File: src/rtl/aux_defines.svh
/*
 * Constants of the auxiliary control port: register offsets, field positions,
 * reset values and timing counts.
 * Assumes the including file runs on a 10 MHz clock.
 */
`ifndef AUX_DEFINES_SVH
`define AUX_DEFINES_SVH

`define AUX_CLK_HZ          10000000
`define AUX_PULSE_NS        5000
`define AUX_PULSE_CYC       ((`AUX_PULSE_NS * (`AUX_CLK_HZ / 1000000)) / 1000)
`define AUX_DEB_CYC         100000
`define AUX_SPACING_NS      5000

`define AUX_CTRL_OFF        8'h00
`define AUX_STAT_OFF        8'h04
`define AUX_IRQ_STAT_OFF    8'h08
`define AUX_IRQ_EN_OFF      8'h0c
`define AUX_IRQ_CLR_OFF     8'h10
`define AUX_EVT_OFF         8'h14

`define AUX_CTRL_DEB_BIT    0
`define AUX_CTRL_HOP_BIT    1
`define AUX_CTRL_KNOB_BIT   2
`define AUX_CTRL_SINGLE_BIT 3
`define AUX_CTRL_PEN_UP_BIT 4
`define AUX_CTRL_RESET      32'h0000_0000

`define AUX_EVT_SWEEP_BIT   0
`define AUX_EVT_PARAM_BIT   1
`define AUX_EVT_ERR53_BIT   2

`endif

File: src/rtl/aux_pkg.sv
/*
 * Types of the auxiliary control port.
 * Assumes aux_defines.svh is included by the user.
 */
package aux_pkg;

   typedef enum logic [3:0] {
      AUX_ACT_NONE      = 4'h0,
      AUX_ACT_STEP_UP   = 4'h1,
      AUX_ACT_STEP_DOWN = 4'h2,
      AUX_ACT_KNOB_CW   = 4'h3,
      AUX_ACT_KNOB_CCW  = 4'h4,
      AUX_ACT_MANUAL    = 4'h5,
      AUX_ACT_AUTO      = 4'h6,
      AUX_ACT_SINGLE    = 4'h7,
      AUX_ACT_ADVANCE   = 4'h8,
      AUX_ACT_JUMP      = 4'h9
   } aux_action_t;

   typedef struct packed {
      logic [5:0] line;   // one bit per input that fell
      logic [5:0] jump;   // preset recall, one bit per line that fell
      logic       up;
      logic       down;
      logic       knob_cw;
      logic       knob_ccw;
      logic       manual;
      logic       auto_swp;
      logic       single;
      logic       advance;
   } aux_cmd_t;

   typedef enum logic [1:0] {
      AUX_PO_IDLE  = 2'b00,
      AUX_PO_PULSE = 2'b01,
      AUX_PO_LATCH = 2'b11
   } aux_po_state_t;

endpackage

File: src/rtl/aux_port.sv
/*
 * Auxiliary control port: six falling-edge inputs with optional debounce,
 * mapped to keys or preset recall; two active-low outputs and a pen-lift output; AXI4-Lite
 * registers with a sticky interrupt.
 * Assumes one 10 MHz clock and inputs from pins.
 */
`timescale 1ns/1ps
`include "aux_defines.svh"

module aux_port
   import aux_pkg::*;
#(
   parameter int DEB_CYC   = `AUX_DEB_CYC,
   parameter int PULSE_CYC = `AUX_PULSE_CYC
)(
   input  wire logic        aclk,           // 10 MHz clock
   input  wire logic        aresetn,        // synchronous reset
   input  wire logic [5:0]  aux_in_n,       // pins 2..7, asynchronous
   input  wire logic        sweep_done,     // one-cycle pulse, sweep finished
   input  wire logic        param_changed,  // one-cycle pulse, parameter changed
   input  wire logic        err53,          // one-cycle pulse, memory check code 53
   output aux_cmd_t         cmd,            // one-cycle action pulses
   output logic             sweep_end_n,    // pin 1, low pulse
   output logic             pen_lift,       // pin 9
   output logic             param_out_n,    // pin 12
   output logic             irq,            // level interrupt
   input  wire logic [7:0]  s_axi_awaddr,   // write address
   input  wire logic        s_axi_awvalid,  // write address valid
   output logic             s_axi_awready,  // write address ready
   input  wire logic [31:0] s_axi_wdata,    // write data
   input  wire logic [3:0]  s_axi_wstrb,    // byte enables
   input  wire logic        s_axi_wvalid,   // write data valid
   output logic             s_axi_wready,   // write data ready
   output logic [1:0]       s_axi_bresp,    // write response
   output logic             s_axi_bvalid,   // write response valid
   input  wire logic        s_axi_bready,   // write response ready
   input  wire logic [7:0]  s_axi_araddr,   // read address
   input  wire logic        s_axi_arvalid,  // read address valid
   output logic             s_axi_arready,  // read address ready
   output logic [31:0]      s_axi_rdata,    // read data
   output logic [1:0]       s_axi_rresp,    // read response
   output logic             s_axi_rvalid,   // read data valid
   input  wire logic        s_axi_rready    // read data ready
);

   // refuse counts that would overflow the counters below
   localparam bit CFG_BAD = DEB_CYC < 1 || DEB_CYC > 1048575 || PULSE_CYC < 1
                            || PULSE_CYC > 65535;
   generate
      if (CFG_BAD) begin : g_bad_cfg
         $error("aux_port: counts out of range");
      end
   endgenerate

   ////////////////////////////////////////////////////////////////////////////
   // registers

   logic [31:0] ctrl_reg;
   logic [2:0]  irq_stat_reg;
   logic [2:0]  irq_en_reg;
   logic [7:0]  aw_reg;
   logic        aw_ok_reg;
   logic [31:0] wd_reg;
   logic [3:0]  ws_reg;
   logic        wd_ok_reg;
   logic [2:0]  irq_clr;
   logic        wr_go;

   wire deb_on  = ctrl_reg[`AUX_CTRL_DEB_BIT];
   wire hop_on  = ctrl_reg[`AUX_CTRL_HOP_BIT];
   wire knob_on = ctrl_reg[`AUX_CTRL_KNOB_BIT];

   function automatic logic mapped(input logic [7:0] a);
      mapped = (a == `AUX_CTRL_OFF) || (a == `AUX_STAT_OFF) || (a == `AUX_IRQ_STAT_OFF)
            || (a == `AUX_IRQ_EN_OFF) || (a == `AUX_IRQ_CLR_OFF) || (a == `AUX_EVT_OFF);
   endfunction

   function automatic logic [31:0] merge(input logic [31:0] old, input logic [31:0] d,
                                         input logic [3:0] s);
      for (int b = 0; b < 4; b++) begin
         merge[b*8 +: 8] = s[b] ? d[b*8 +: 8] : old[b*8 +: 8];
      end
   endfunction

   ////////////////////////////////////////////////////////////////////////////
   // input synchroniser, debounce and falling-edge detect

   logic [5:0] sync1_reg;
   logic [5:0] sync2_reg;
   logic [5:0] level_reg;
   logic [5:0] fall;

   // reset to ones, the idle level, so no false fall follows reset
   always_ff @(posedge aclk) begin
      if (!aresetn) begin
         sync1_reg <= 6'h3f;
         sync2_reg <= 6'h3f;
      end else begin
         sync1_reg <= aux_in_n;
         sync2_reg <= sync1_reg;
      end
   end

   genvar g;
   generate
      for (g = 0; g < 6; g++) begin : g_line
         logic [19:0] deb_cnt_reg;
         // a line must stay at its new level for the whole window before it is believed
         // limitation: a line that toggles faster than the window is never believed
         always_ff @(posedge aclk) begin
            if (!aresetn) begin
               level_reg[g]   <= 1'b1;
               deb_cnt_reg    <= 20'h0_0000;
            end else if (!deb_on) begin
               level_reg[g]   <= sync2_reg[g];
               deb_cnt_reg    <= 20'h0_0000;
            end else if (sync2_reg[g] == level_reg[g]) begin
               deb_cnt_reg    <= 20'h0_0000;
            end else if (deb_cnt_reg >= 20'(DEB_CYC - 1)) begin
               level_reg[g]   <= sync2_reg[g];
               deb_cnt_reg    <= 20'h0_0000;
            end else begin
               deb_cnt_reg    <= deb_cnt_reg + 20'h0_0001;
            end
         end
         // decoded from the level about to be believed, so a fall costs no extra cycle
         assign fall[g] = level_reg[g] && !(deb_on ? (deb_cnt_reg >= 20'(DEB_CYC - 1)
                          && sync2_reg[g] != level_reg[g] ? sync2_reg[g] : 1'b1)
                          : sync2_reg[g]);
      end
   endgenerate

   ////////////////////////////////////////////////////////////////////////////
   // mapping of falls to actions

   always_ff @(posedge aclk) begin
      if (!aresetn) begin
         cmd <= '0;
      end else begin
         // the default clear leaves only this cycle's falls, so each action lasts one cycle
         cmd          <= '0;
         // line reports every fall in both mappings
         cmd.line     <= fall;
         // hop mode claims all six lines, so key and sweep actions stay quiet
         if (hop_on) begin
            cmd.jump  <= fall;
         end else begin
            // knob and step share pins 2 and 3; the knob function picks one
            cmd.up       <= fall[0] && !knob_on;
            cmd.down     <= fall[1] && !knob_on;
            cmd.knob_cw  <= fall[0] && knob_on;
            cmd.knob_ccw <= fall[1] && knob_on;
            cmd.manual   <= fall[2];
            cmd.auto_swp <= fall[3];
            cmd.single   <= fall[4];
            cmd.advance  <= fall[5];
         end
      end
   end

   ////////////////////////////////////////////////////////////////////////////
   // outputs

   // pulse counters hold the cycles left after the current one
   logic [15:0]   sw_cnt_reg;
   logic [15:0]   po_cnt_reg;
   aux_po_state_t po_state_reg;

   always_ff @(posedge aclk) begin
      if (!aresetn) begin
         sw_cnt_reg  <= 16'h0000;
         sweep_end_n <= 1'b1;
      end else if (sweep_done) begin
         // a sweep end inside a pulse restarts the window, so pulses may merge
         sw_cnt_reg  <= 16'(PULSE_CYC - 1);
         sweep_end_n <= 1'b0;
      end else if (sw_cnt_reg != 16'h0000) begin
         sw_cnt_reg  <= sw_cnt_reg - 16'h0001;
      end else begin
         sweep_end_n <= 1'b1;
      end
   end

   // a change while latched only releases the line; it does not also pulse
   // err53 outranks a change in the same cycle, so the latch is never missed
   always_ff @(posedge aclk) begin
      if (!aresetn) begin
         po_state_reg <= AUX_PO_IDLE;
         po_cnt_reg   <= 16'h0000;
         param_out_n  <= 1'b1;
      end else if (err53) begin
         po_state_reg <= AUX_PO_LATCH;
         param_out_n  <= 1'b0;
      end else begin
         unique case (po_state_reg)
            AUX_PO_IDLE: begin
               if (param_changed) begin
                  po_state_reg <= AUX_PO_PULSE;
                  po_cnt_reg   <= 16'(PULSE_CYC - 1);
                  param_out_n  <= 1'b0;
               end
            end
            AUX_PO_PULSE: begin
               if (param_changed) begin
                  po_cnt_reg   <= 16'(PULSE_CYC - 1);
               end else if (po_cnt_reg != 16'h0000) begin
                  po_cnt_reg   <= po_cnt_reg - 16'h0001;
               end else begin
                  po_state_reg <= AUX_PO_IDLE;
                  param_out_n  <= 1'b1;
               end
            end
            AUX_PO_LATCH: begin
               if (param_changed) begin
                  po_state_reg <= AUX_PO_IDLE;
                  param_out_n  <= 1'b1;
               end
            end
            default: begin
               po_state_reg <= AUX_PO_IDLE;
               param_out_n  <= 1'b1;
            end
         endcase
      end
   end

   always_ff @(posedge aclk) begin
      if (!aresetn) begin
         pen_lift <= 1'b1;
      end else begin
         // outside single sweep the pen output rests high
         pen_lift <= ctrl_reg[`AUX_CTRL_SINGLE_BIT] ? ctrl_reg[`AUX_CTRL_PEN_UP_BIT]
                     : 1'b1;
      end
   end

   ////////////////////////////////////////////////////////////////////////////
   // interrupt

   // same-clock event pulses; a clear in the same cycle loses to them
   wire [2:0] events = {err53, param_changed, sweep_done};

   always_ff @(posedge aclk) begin
      if (!aresetn) begin
         irq_stat_reg <= 3'h0;
      end else begin
         irq_stat_reg <= (irq_stat_reg & ~irq_clr) | events;  // set wins
      end
   end

   assign irq = |(irq_stat_reg & irq_en_reg);

   ////////////////////////////////////////////////////////////////////////////
   // axi4-lite slave

   // aw and w may come in either order; the write acts once both halves are held
   // no new half is taken until the response has been accepted
   assign s_axi_awready = !aw_ok_reg && !s_axi_bvalid;
   assign s_axi_wready  = !wd_ok_reg && !s_axi_bvalid;
   assign s_axi_arready = !s_axi_rvalid;
   assign wr_go         = aw_ok_reg && wd_ok_reg;
   assign irq_clr       = (wr_go && aw_reg == `AUX_IRQ_CLR_OFF && ws_reg[0]) ? wd_reg[2:0]
                          : 3'h0;

   always_ff @(posedge aclk) begin
      if (!aresetn) begin
         aw_ok_reg    <= 1'b0;
         wd_ok_reg    <= 1'b0;
         aw_reg       <= 8'h00;
         wd_reg       <= 32'h0000_0000;
         ws_reg       <= 4'h0;
         s_axi_bvalid <= 1'b0;
         s_axi_bresp  <= 2'b00;
      end else begin
         if (s_axi_awvalid && s_axi_awready) begin
            aw_ok_reg <= 1'b1;
            aw_reg    <= s_axi_awaddr;
         end
         if (s_axi_wvalid && s_axi_wready) begin
            wd_ok_reg <= 1'b1;
            wd_reg    <= s_axi_wdata;
            ws_reg    <= s_axi_wstrb;
         end
         if (wr_go) begin
            aw_ok_reg    <= 1'b0;
            wd_ok_reg    <= 1'b0;
            s_axi_bvalid <= 1'b1;
            // unmapped offsets answer slverr and change nothing
            s_axi_bresp  <= mapped(aw_reg) ? 2'b00 : 2'b10;
         end else if (s_axi_bvalid && s_axi_bready) begin
            s_axi_bvalid <= 1'b0;
         end
      end
   end

   always_ff @(posedge aclk) begin
      if (!aresetn) begin
         ctrl_reg   <= `AUX_CTRL_RESET;
         irq_en_reg <= 3'h0;
      end else if (wr_go && aw_reg == `AUX_CTRL_OFF) begin
         // only the five defined bits are kept; the rest read back zero
         ctrl_reg   <= merge(ctrl_reg, wd_reg, ws_reg) & 32'h0000_001f;
      end else if (wr_go && aw_reg == `AUX_IRQ_EN_OFF && ws_reg[0]) begin
         irq_en_reg <= wd_reg[2:0];
      end
   end

   always_ff @(posedge aclk) begin
      if (!aresetn) begin
         s_axi_rvalid <= 1'b0;
         s_axi_rdata  <= 32'h0000_0000;
         s_axi_rresp  <= 2'b00;
      end else if (s_axi_arvalid && s_axi_arready) begin
         s_axi_rvalid <= 1'b1;
         s_axi_rresp  <= mapped(s_axi_araddr) ? 2'b00 : 2'b10;
         unique case (s_axi_araddr)
            `AUX_CTRL_OFF:     s_axi_rdata <= ctrl_reg;
            // status: po_state, pen_lift, param_out_n, sweep_end_n, a zero, filtered levels
            `AUX_STAT_OFF:     s_axi_rdata <= {20'h0_0000, po_state_reg, pen_lift,
                                               param_out_n, sweep_end_n, 1'b0, level_reg};
            `AUX_IRQ_STAT_OFF: s_axi_rdata <= {29'h0, irq_stat_reg};
            `AUX_IRQ_EN_OFF:   s_axi_rdata <= {29'h0, irq_en_reg};
            default:           s_axi_rdata <= 32'h0000_0000;
         endcase
      end else if (s_axi_rvalid && s_axi_rready) begin
         s_axi_rvalid <= 1'b0;
      end
   end

endmodule

File: config.mk
export PLATFORM = sky130hd
export DESIGN_NAME = aux_port
export DESIGN_NICKNAME = d
export VERILOG_FILES = /design/src/rtl/aux_pkg.sv /design/src/rtl/aux_port.sv
export VERILOG_INCLUDE_DIRS = /design/src /design/src/rtl
export SDC_FILE = /design/constraint.sdc
export NUM_CORES = 1
export LEC_CHECK = 0
export BUFFER_PORTS_ARGS = -buffer_cell sky130_fd_sc_hd__buf_2
export CAP_MARGIN = 25
export CORE_MARGIN = 1
export CORE_UTILIZATION = 45
export CTS_CLUSTER_DIAMETER = 80
export CTS_CLUSTER_SIZE = 8
export DETAILED_ROUTE_END_ITERATION = 16
export GPL_TIMING_DRIVEN = 0
export PLACE_DENSITY = 0.72
export SLEW_MARGIN = 25
export SYNTH_ARGS = -nofsm -noshare
export SYNTH_HDL_FRONTEND = slang
export SYNTH_SLANG_ARGS = --single-unit
File: constraint.sdc
create_clock -name aclk -period 4.1 [get_ports aclk]
set_input_delay 0.82 -clock aclk [delete_from_list [all_inputs] [get_ports aclk]]
set_output_delay 0.82 -clock aclk [all_outputs]
set_load 0.05 [all_outputs]
==> results.txt, run 1 <==
The run finished with clean final reports. The clock insertion delay at the later pin of the skew report is 0.49 ns. The worst hold path begins at sync1_reg[5]$_SDFF_PN1_. The tools report the worst supply voltage drop on vdd as 0.287 mV. The distinct cell type count after synthesis is 67, and the worst hold margin is 0.403 ns.

The detailed-route DRC error count was 0; the buffers plus inverters on the worst setup path was 1. Between clock sinks in the finished design, the worst skew comes to 0.0141 ns. The most repeated library cell on the critical path is sky130_fd_sc_hd__or4_1. After the flow finishes, the layout carries non-filler instances totaling 1496.

In this run the worst hold path is classified as reg -> reg. The most used flip-flop cell after synthesis is sky130_fd_sc_hd__dfxtp_1. The cell sitting at the root of the clock tree is a sky130_fd_sc_hd__clkbuf_16. The power after layout was 0.00533 W. The final layout contains 1297 nets. Type of element capturing the critical path: a flip-flop.

For the worst setup path, the data arrival time is 2.86 ns. Summed over all cells, the static leakage comes to 4.34 nW. Once detail routing completed, the nets flagged for antenna violations numbered 0.

The number of vias per cell after detailed routing is 5.15. The number of max-slew violations in the final report came out at 0. Summed over all instances, the cell type with the most area after synthesis is sky130_fd_sc_hd__dfxtp_1.

Dominant delay contributor by cell family on the critical path: simple AND/OR/NAND/NOR gates. The number of clock buffers added by TritonCTS is 35. The number of standard-cell rows in the floorplan is 53. Final period utilization: 61.2%. The total of buffers placed on input and output ports came out at 76. Before antenna repair, the detailed router went through 4 iterations. In the post-synthesis netlist, the biggest area contributors are sky130_fd_sc_hd__dfxtp_1 49%, sky130_fd_sc_hd__nor2_1 6.6%, sky130_fd_sc_hd__xor2_1 5.2%.

At the placement stage, the worst setup path has a slack of 1.13 ns. The share of synthesized area in the top cell type comes to 49.0%. The tools report the capture endpoint of the worst hold path as sync2_reg[5]$_SDFF_PN1_. The highest cell delay on the worst timing path was 0.48 ns; the met3 layer wire length in the routed design was 1.05 mm. For the register area share after synthesis, the log shows 49.0%. The total track usage came out at 18.9%. The run gives 4.45 ns as the data required time at the worst endpoint. For the met2 layer wire length in the routed design, the log shows 9.42 mm.

Entering global routing, the biggest net connects 11 pins. The post-CTS repair timing setup buffer count came out at 0. The final-report hold violation count came out at 0. After detailed routing, the average wire length per cell comes to 13.8 µm.

Yosys printed 0 warnings. The critical path goes through ha_1 > nand3_1 > or4_1 > or4_1 > a21oi_2 > buf_2 > nor3_1. Clock transition time at the flip-flop clock pins of the worst setup and hold paths: 0.05 ns. The final worst slack was 1.59 ns. STA classifies the critical path startpoint as a flip-flop. In this run the critical register-to-register path is captured at g_line[4].deb_cnt_reg[9]$_SDFF_PP0_. The total overflow left after global routing is 0. The overall die height came out at 149 µm. In this run, post-CTS hold repair placed 0 buffers.

The smallest clock period supported by the final layout is computed as 2.51 ns. For the pin with the worst max-slew slack, the measured transition is 0.749 ns. For the total core area, the log shows 0.0211 mm². After synthesis, the share of flip-flops with an asynchronous set or reset is 0%. Post-CTS repair changed the size of 0 cells. For the gate count after technology mapping, the log shows 1068.

The synthesized design contains 0 enable-type register cells. The maximum clock rate was 398 MHz. TritonCTS built the clock tree. The share of post-route cells with drive strength above 1 works out to 13.3%. The worst register-to-register path has a depth of 7. Setup violations remaining at the end of the flow were counted as 0. After filler insertion, the fill cell instance count of the layout stands at 1963. The library cell with the highest instance count after synthesis is sky130_fd_sc_hd__dfxtp_1. The maximum net fanout on the critical path is 10. For this design the ratio of total power to cell area is 465 mW/mm². Detailed routing inserted a total of 7698 vias.

The clock tree synthesis step divided the H-tree into 2 levels. Headroom to the max-slew limit came out at 49.3%. The startpoint identified for the worst register-to-register timing path is g_line[4].deb_cnt_reg[0]$_SDFF_PP0_.

133 I/O pins were placed. The register with the most flip-flops in the layout has 120 of them. The cell count after placement is 1459. By count the netlist is led by 237 x sky130_fd_sc_hd__dfxtp_1, 171 x sky130_fd_sc_hd__nor2_1, 82 x sky130_fd_sc_hd__nand2_1. In this run the cell area of the synthesized design comes to 0.00969 mm². For this block, wires on met1 add up to 9.69 mm. The tools report the weighted congestion at the end of routability-driven global placement as 0.846.

The run gives 45.9% as the initial core utilization. Setup repair after global routing left no endpoint under its margin. The clock passes through at most 3 buffers. The run gives 0 as the initial antenna violation count. The worst setup path is of the reg -> reg kind. For flop-to-flop paths, the worst setup slack is 1.59 ns. The first global-routing pass estimated 33.6 mm of wire.

Number of global-route vias before repair: 6983. In the final timing run, aggregate negative setup slack is 0 ns. The CTS sink count is 237, and the die extent in x is 149 µm.

The DRC marker count from the first detailed-route iteration is 372, and the layout overhead on the synthesized area is 18.2%. The master of the slowest instance on the critical path is sky130_fd_sc_hd__or4_1. A synthesized cell averages 9.07 µm². Aggregate routed wire length: 20.7 mm. Max-cap violations in this run came to 0. In this run the top signal layer used is met4. The detailed placement HPWL was 14.5 mm; the register bit count reported by yosys was 237. The worst hold path depth was 1; the die area was 0.0221 mm². Number of diodes: 0.
==> cell type report <==
class	count	area [µm²]	area share, %
Timing Repair Buffer	76	380	3.32
Tap cell	275	344	3.01
Buffer	56	305	2.67
Sequential cell	237	4740	41.4
Clock inverter	2	13.8	0.120
Clock buffer	35	876	7.65
Inverter	28	105	0.918
Multi-Input combinational cell	787	4680	40.9
==> metal layers <==
| metal | track usage [%] | vias to the layer above |
|---|---|---|
| li1 | - | 3920 |
| met1 | 25.1 | 3540 |
| met2 | 30.4 | 198 |
| met3 | 3.44 | 40 |
| met4 | 6.96 | 0 |
| met5 | 0 | - |
==> power by group <==
| part | internal (W) | switching, W |
|---|---|---|
| clock network | 0.00149 | 0.000912 |
| registers | 0.00238 | 0.0000552 |
| logic | 0.000182 | 0.000305 |
| total | 0.00406 | 0.00127 |
==> how the worst max path moves through the flow <==
stage | startpoint | end | cells after the start
global placement | aresetn | g_line[2].deb_cnt_reg[13]$_SDFF_PP0_ | 8
global route | g_line[4].deb_cnt_reg[0]$_SDFF_PP0_ | g_line[4].deb_cnt_reg[16]$_SDFF_PP0_ | 7
finish | g_line[4].deb_cnt_reg[0]$_SDFF_PP0_ | g_line[4].deb_cnt_reg[9]$_SDFF_PP0_ | 7
CTS | g_line[4].deb_cnt_reg[0]$_SDFF_PP0_ | g_line[4].deb_cnt_reg[12]$_SDFF_PP0_ | 7
detailed placement | aresetn | g_line[2].deb_cnt_reg[1]$_SDFF_PP0_ | 8
floorplan | err53 | po_cnt_reg[9]$_SDFFE_PN0P_ | 5
==> cell families (layout without fill, tap and decap cells) <==
group | Yosys count | after routing | share of synthesized area (%)
buf+inv | 84 | 197 | 4.24
xor+xnor | 107 | 107 | 9.68
fa+ha+maj | 8 | 8 | 1.03
simple gates | 499 | 499 | 25.5
mux | 23 | 23 | 2.79
other cells | 1 | 41 | 0.0387
compound gates | 109 | 109 | 7.76
flops | 237 | 237 | 49.0
==> metrics by stage <==
stage          utilization (%)  area [µm²]
2_1_floorplan                -        9840
3_3_place_gp              50.1       10600
3_5_place_dp              50.1       10600
4_1_cts                   54.3       11400
5_1_grt                   54.3       11400
6_report                  54.3       11400
==> cell usage in the layout (no fill, tap or decap), types with 3 or more instances in the layout <==
| cell | synthesis | final |
|---|---|---|
| sky130_fd_sc_hd__a211oi_1 | 5 | 5 |
| sky130_fd_sc_hd__a21oi_1 | 32 | 32 |
| sky130_fd_sc_hd__a22o_1 | 6 | 6 |
| sky130_fd_sc_hd__a311oi_1 | 4 | 4 |
| sky130_fd_sc_hd__a31oi_1 | 5 | 5 |
| sky130_fd_sc_hd__and2_1 | 9 | 9 |
| sky130_fd_sc_hd__and3_1 | 19 | 19 |
| sky130_fd_sc_hd__and4_1 | 10 | 10 |
| sky130_fd_sc_hd__buf_2 | 1 | 77 |
| sky130_fd_sc_hd__buf_4 | 23 | 23 |
| sky130_fd_sc_hd__clkbuf_1 | 29 | 29 |
| sky130_fd_sc_hd__clkbuf_16 | 0 | 35 |
| sky130_fd_sc_hd__conb_1 | 1 | 41 |
| sky130_fd_sc_hd__dfxtp_1 | 237 | 237 |
| sky130_fd_sc_hd__ha_1 | 8 | 8 |
| sky130_fd_sc_hd__inv_1 | 27 | 27 |
| sky130_fd_sc_hd__mux2i_1 | 18 | 18 |
| sky130_fd_sc_hd__mux4_2 | 3 | 3 |
| sky130_fd_sc_hd__nand2_1 | 82 | 82 |
| sky130_fd_sc_hd__nand2b_1 | 19 | 19 |
| sky130_fd_sc_hd__nand3_1 | 45 | 45 |
| sky130_fd_sc_hd__nand3b_1 | 5 | 5 |
| sky130_fd_sc_hd__nand4_1 | 21 | 21 |
| sky130_fd_sc_hd__nand4b_1 | 3 | 3 |
| sky130_fd_sc_hd__nor2_1 | 171 | 171 |
| sky130_fd_sc_hd__nor2b_1 | 3 | 3 |
| sky130_fd_sc_hd__nor3_1 | 56 | 56 |
| sky130_fd_sc_hd__nor3b_1 | 5 | 5 |
| sky130_fd_sc_hd__nor4_1 | 14 | 14 |
| sky130_fd_sc_hd__o211ai_1 | 10 | 10 |
| sky130_fd_sc_hd__o21a_1 | 12 | 12 |
| sky130_fd_sc_hd__o21ai_0 | 13 | 13 |
| sky130_fd_sc_hd__o31ai_1 | 3 | 3 |
| sky130_fd_sc_hd__or2_2 | 5 | 5 |
| sky130_fd_sc_hd__or3_1 | 6 | 6 |
| sky130_fd_sc_hd__or4_1 | 12 | 12 |
| sky130_fd_sc_hd__xnor2_1 | 49 | 49 |
| sky130_fd_sc_hd__xor2_1 | 58 | 58 |
==> worst reg2reg max path, delay by kind of cell (launching register included) <==
| family | cells | cell delay, ns |
|---|---|---|
| flops | 1 | 0.36 |
| buf+inv | 1 | 0.30 |
| compound gates | 1 | 0.36 |
| simple gates | 4 | 1.10 |
| fa+ha+maj | 1 | 0.26 |
(Power assumes the default switching activity.)
==> inputs of run 2 (changes only) <==
- PLACE_DENSITY: 0.72 -> 0.74
- clock period: 4.1 -> 2 ns (I/O delays scaled with it)
==> results.txt, run 2 (synthesis results as in run 1) <==
The run finished, with violations left. The number of vias per cell after detailed routing was 5.14 (-0.12%); the final worst slack was -0.0596 ns (-1.65 ns). The worst hold path depth was 2 (+1); the clock tree skew after final layout was 0.0150 ns (+0.000934 ns). The worst hold path begins at s_axi_rready. From synthesis to final layout, the design area changed by 24.3%. Setup repair after global routing could not meet its margin everywhere. For the number of max-slew violations in the final report, the log shows 0 (unchanged).

The run gives 2.49 ns (-0.37 ns) as the arrival time of the worst setup path. The run gives 21.5 mm (+4.2%) as the aggregate routed wire length. STA classifies the critical path endpoint as a flip-flop. The logs give -0.556 ns (-0.556 ns) for the sum of negative setup slack and 0.0221 mm² (unchanged) for the die area. The tools report the total track usage as 19.6% (+0.72 points). Type of element launching the critical path: a flip-flop. The tools report the detailed placement HPWL as 14.5 mm (-0.11%).

The detail-routed net length per standard cell works out to 14.2 µm (+2.7%). For the overall overflow remaining after global route, the log shows 0 (unchanged). CTS sink count: 237 (unchanged).

The maximum number of pins on one net before global-route repair came out at 11 (unchanged). Remaining max-slew budget at the tightest pin: 47.2% (-2.2 points). For hold timing, the worst endpoint is s_axi_rvalid$_SDFFE_PN0P_.

The DRC marker count from the first detailed-route iteration was 471 (+27%); the total of buffers placed on input and output ports was 76 (unchanged). Number of global-route vias before repair: 7361 (+5.4%). Number of levels in the clock H-tree: 2 (unchanged). The global-route wire length before repair is 35.0 mm (+4.4%). Share of post-route cells with drive strength above 1: 20.2% (+6.9 points). The time the worst path needs with I/O delays and setup works out to 2.06 ns (-0.450 ns).

The tools report the reg-to-reg endpoint as po_cnt_reg[15]$_SDFFE_PN0P_. The overall die height is 149 µm (unchanged), and the cts-stage hold buffer count is 0 (unchanged). The detailed-route via count is 7802 (+1.4%). The maximum net fanout on the critical path was 6 (-4). The run gives 0 (unchanged) as the count of max-cap constraint violations.

The number of flip-flops in the largest register is 120 (unchanged). The weighted congestion at the end of routability-driven global placement was 0.839 (-0.85%). The checks that failed: negative setup slack.

The data required time at the worst endpoint was 2.43 ns (-2.02 ns). Cell at the root of the clock tree: sky130_fd_sc_hd__clkbuf_16. For the setup violation total in the final timing report, the log shows 22 (+22).

The worst register-to-register path begins at po_cnt_reg[10]$_SDFFE_PN0P_. The power after layout is 0.0113 W (+110%), and the clock insertion delay at the later pin of the skew report is 0.50 ns (about the same). Final period utilization: 103% (+42 points). For the detailed-route DRC error count, the log shows 0 (unchanged). For the standby leakage power, the log shows 4.55 nW (+4.8%). The count of TritonRoute iterations in the first routing pass is 5 (+1), and the depth of the most critical reg-to-reg path is 4 (-3).

The transition time at the pin with the least slew margin is 0.785 ns (+0.0361 ns), and the power density over cell area is 936 mW/mm² (+100%). The initial core utilization is 45.9% (unchanged). The worst supply voltage drop on vdd came out at 0.568 mV (+98%).

The worst min-delay path category is in -> reg. The register-to-register setup slack was -0.06 ns (-1.65 ns); the net total in the final layout was 1317 (+1.5%). The fill cell total of the finished layout was 1847 (-5.9%); the maximum clock rate was 486 MHz (+22%). The core utilization of the finished layout came out at 57.1% (+2.8 points). Number of diodes: 0 (unchanged). The total CTS buffers is 35 (unchanged).

The die extent in x was 149 µm (unchanged). TritonCTS built the clock tree. In the layout the commonest cells are 229 x sky130_fd_sc_hd__dfxtp_1, 168 x sky130_fd_sc_hd__nor2_1, 82 x sky130_fd_sc_hd__nand2_1. The most common cell after layout, fill and taps aside is sky130_fd_sc_hd__dfxtp_1.

Clock transition time at the flip-flop clock pins of the worst setup and hold paths: 0.05 ns (about the same). Initial antenna violation count: 1 (+1). The critical path is of the reg -> reg type.

The tools report the clock tree buffer depth as 3 (unchanged). For the final-report hold violation count, the log shows 0 (unchanged). The number of standard-cell rows in the floorplan was 53 (unchanged). The tools report the number of ports placed on the die boundary as 133 (unchanged). The total core area was 0.0211 mm² (unchanged).

The tools report the number of nets still failing antenna checks after routing as 0 (unchanged).
-- run 2: cell count changes in the layout (fill, tap and decap cells not counted), moves of 5 or more --
cell	before	now
sky130_fd_sc_hd__dfxtp_2	0	7
sky130_fd_sc_hd__buf_4	23	44
sky130_fd_sc_hd__or4_4	2	7
sky130_fd_sc_hd__dfxtp_1	237	229
sky130_fd_sc_hd__nor3_1	56	39
sky130_fd_sc_hd__clkbuf_1	29	18
sky130_fd_sc_hd__nor3_2	1	14
-- run 2: what timing repair did --
item	CTS	global route
gates cloned	3	0
setup endpoints to repair	95	106
pin swaps	10	30
resized for setup	36	58
buffers inserted	13	8
-- run 2: worst max path at each step --
stage,to,start,slack (ns)
2_1_floorplan,po_cnt_reg[15]$_SDFFE_PN0P_,po_cnt_reg[8]$_SDFFE_PN0P_,-0.05
3_3_place_gp,g_line[2].deb_cnt_reg[9]$_SDFF_PP0_,aresetn,-0.51
3_5_place_dp,g_line[2].deb_cnt_reg[9]$_SDFF_PP0_,aresetn,-0.57
4_1_cts,level_reg[4]$_SDFFE_PN1P_,g_line[4].deb_cnt_reg[1]$_SDFF_PP0_,-0.05
5_1_grt,level_reg[4]$_SDFFE_PN1P_,g_line[4].deb_cnt_reg[1]$_SDFF_PP0_,-0.13
6_report,po_cnt_reg[15]$_SDFFE_PN0P_,po_cnt_reg[10]$_SDFFE_PN0P_,-0.06
-- run 2: cell type report --
class	instances	area (µm²)	share of cell area (%)
Timing Repair Buffer	98	557	4.63
Clock buffer	36	901	7.49
Sequential cell	237	4760	39.5
Buffer	52	313	2.60
Inverter	28	105	0.873
Multi-Input combinational cell	789	5030	41.8
Tap cell	275	344	2.86
Clock inverter	3	30.0	0.250
-- run 2: per-stage QoR --
stage	cells	hold WS (ns)	instance area (µm²)	setup slack [ns]
floorplan	1108	0.386	9890	-0.0479
global placement	1459	0.391	10600	-0.505
detailed placement	1459	0.403	10600	-0.573
CTS	1512	0.0655	11800	-0.0513
global route	1518	0.0787	12000	-0.126
finish	1518	0.0890	12000	-0.0596
-- run 2: critical path, stage by stage (launching register included) --
cell and delay [ns]:
sky130_fd_sc_hd__dfxtp_2 0.32, sky130_fd_sc_hd__or4_4 0.55, sky130_fd_sc_hd__or4_4 0.51, sky130_fd_sc_hd__or4_4 0.50, sky130_fd_sc_hd__a21oi_2 0.12
-- run 2: power by group --
part | switching, W | internal, W
sequential | 0.000125 | 0.00488
clock | 0.00195 | 0.00316
combinational | 0.000694 | 0.000455
total | 0.00277 | 0.00850
-- run 2: routing by layer --
metal | up-vias | global-route usage, % | wire (µm)
met5 | - | 0 | 0
met4 | 0 | 7.53 | 536
met3 | 42 | 3.74 | 1000
met2 | 165 | 33.0 | 10400
met1 | 3629 | 24.7 | 9610
li1 | 3966 | - | -
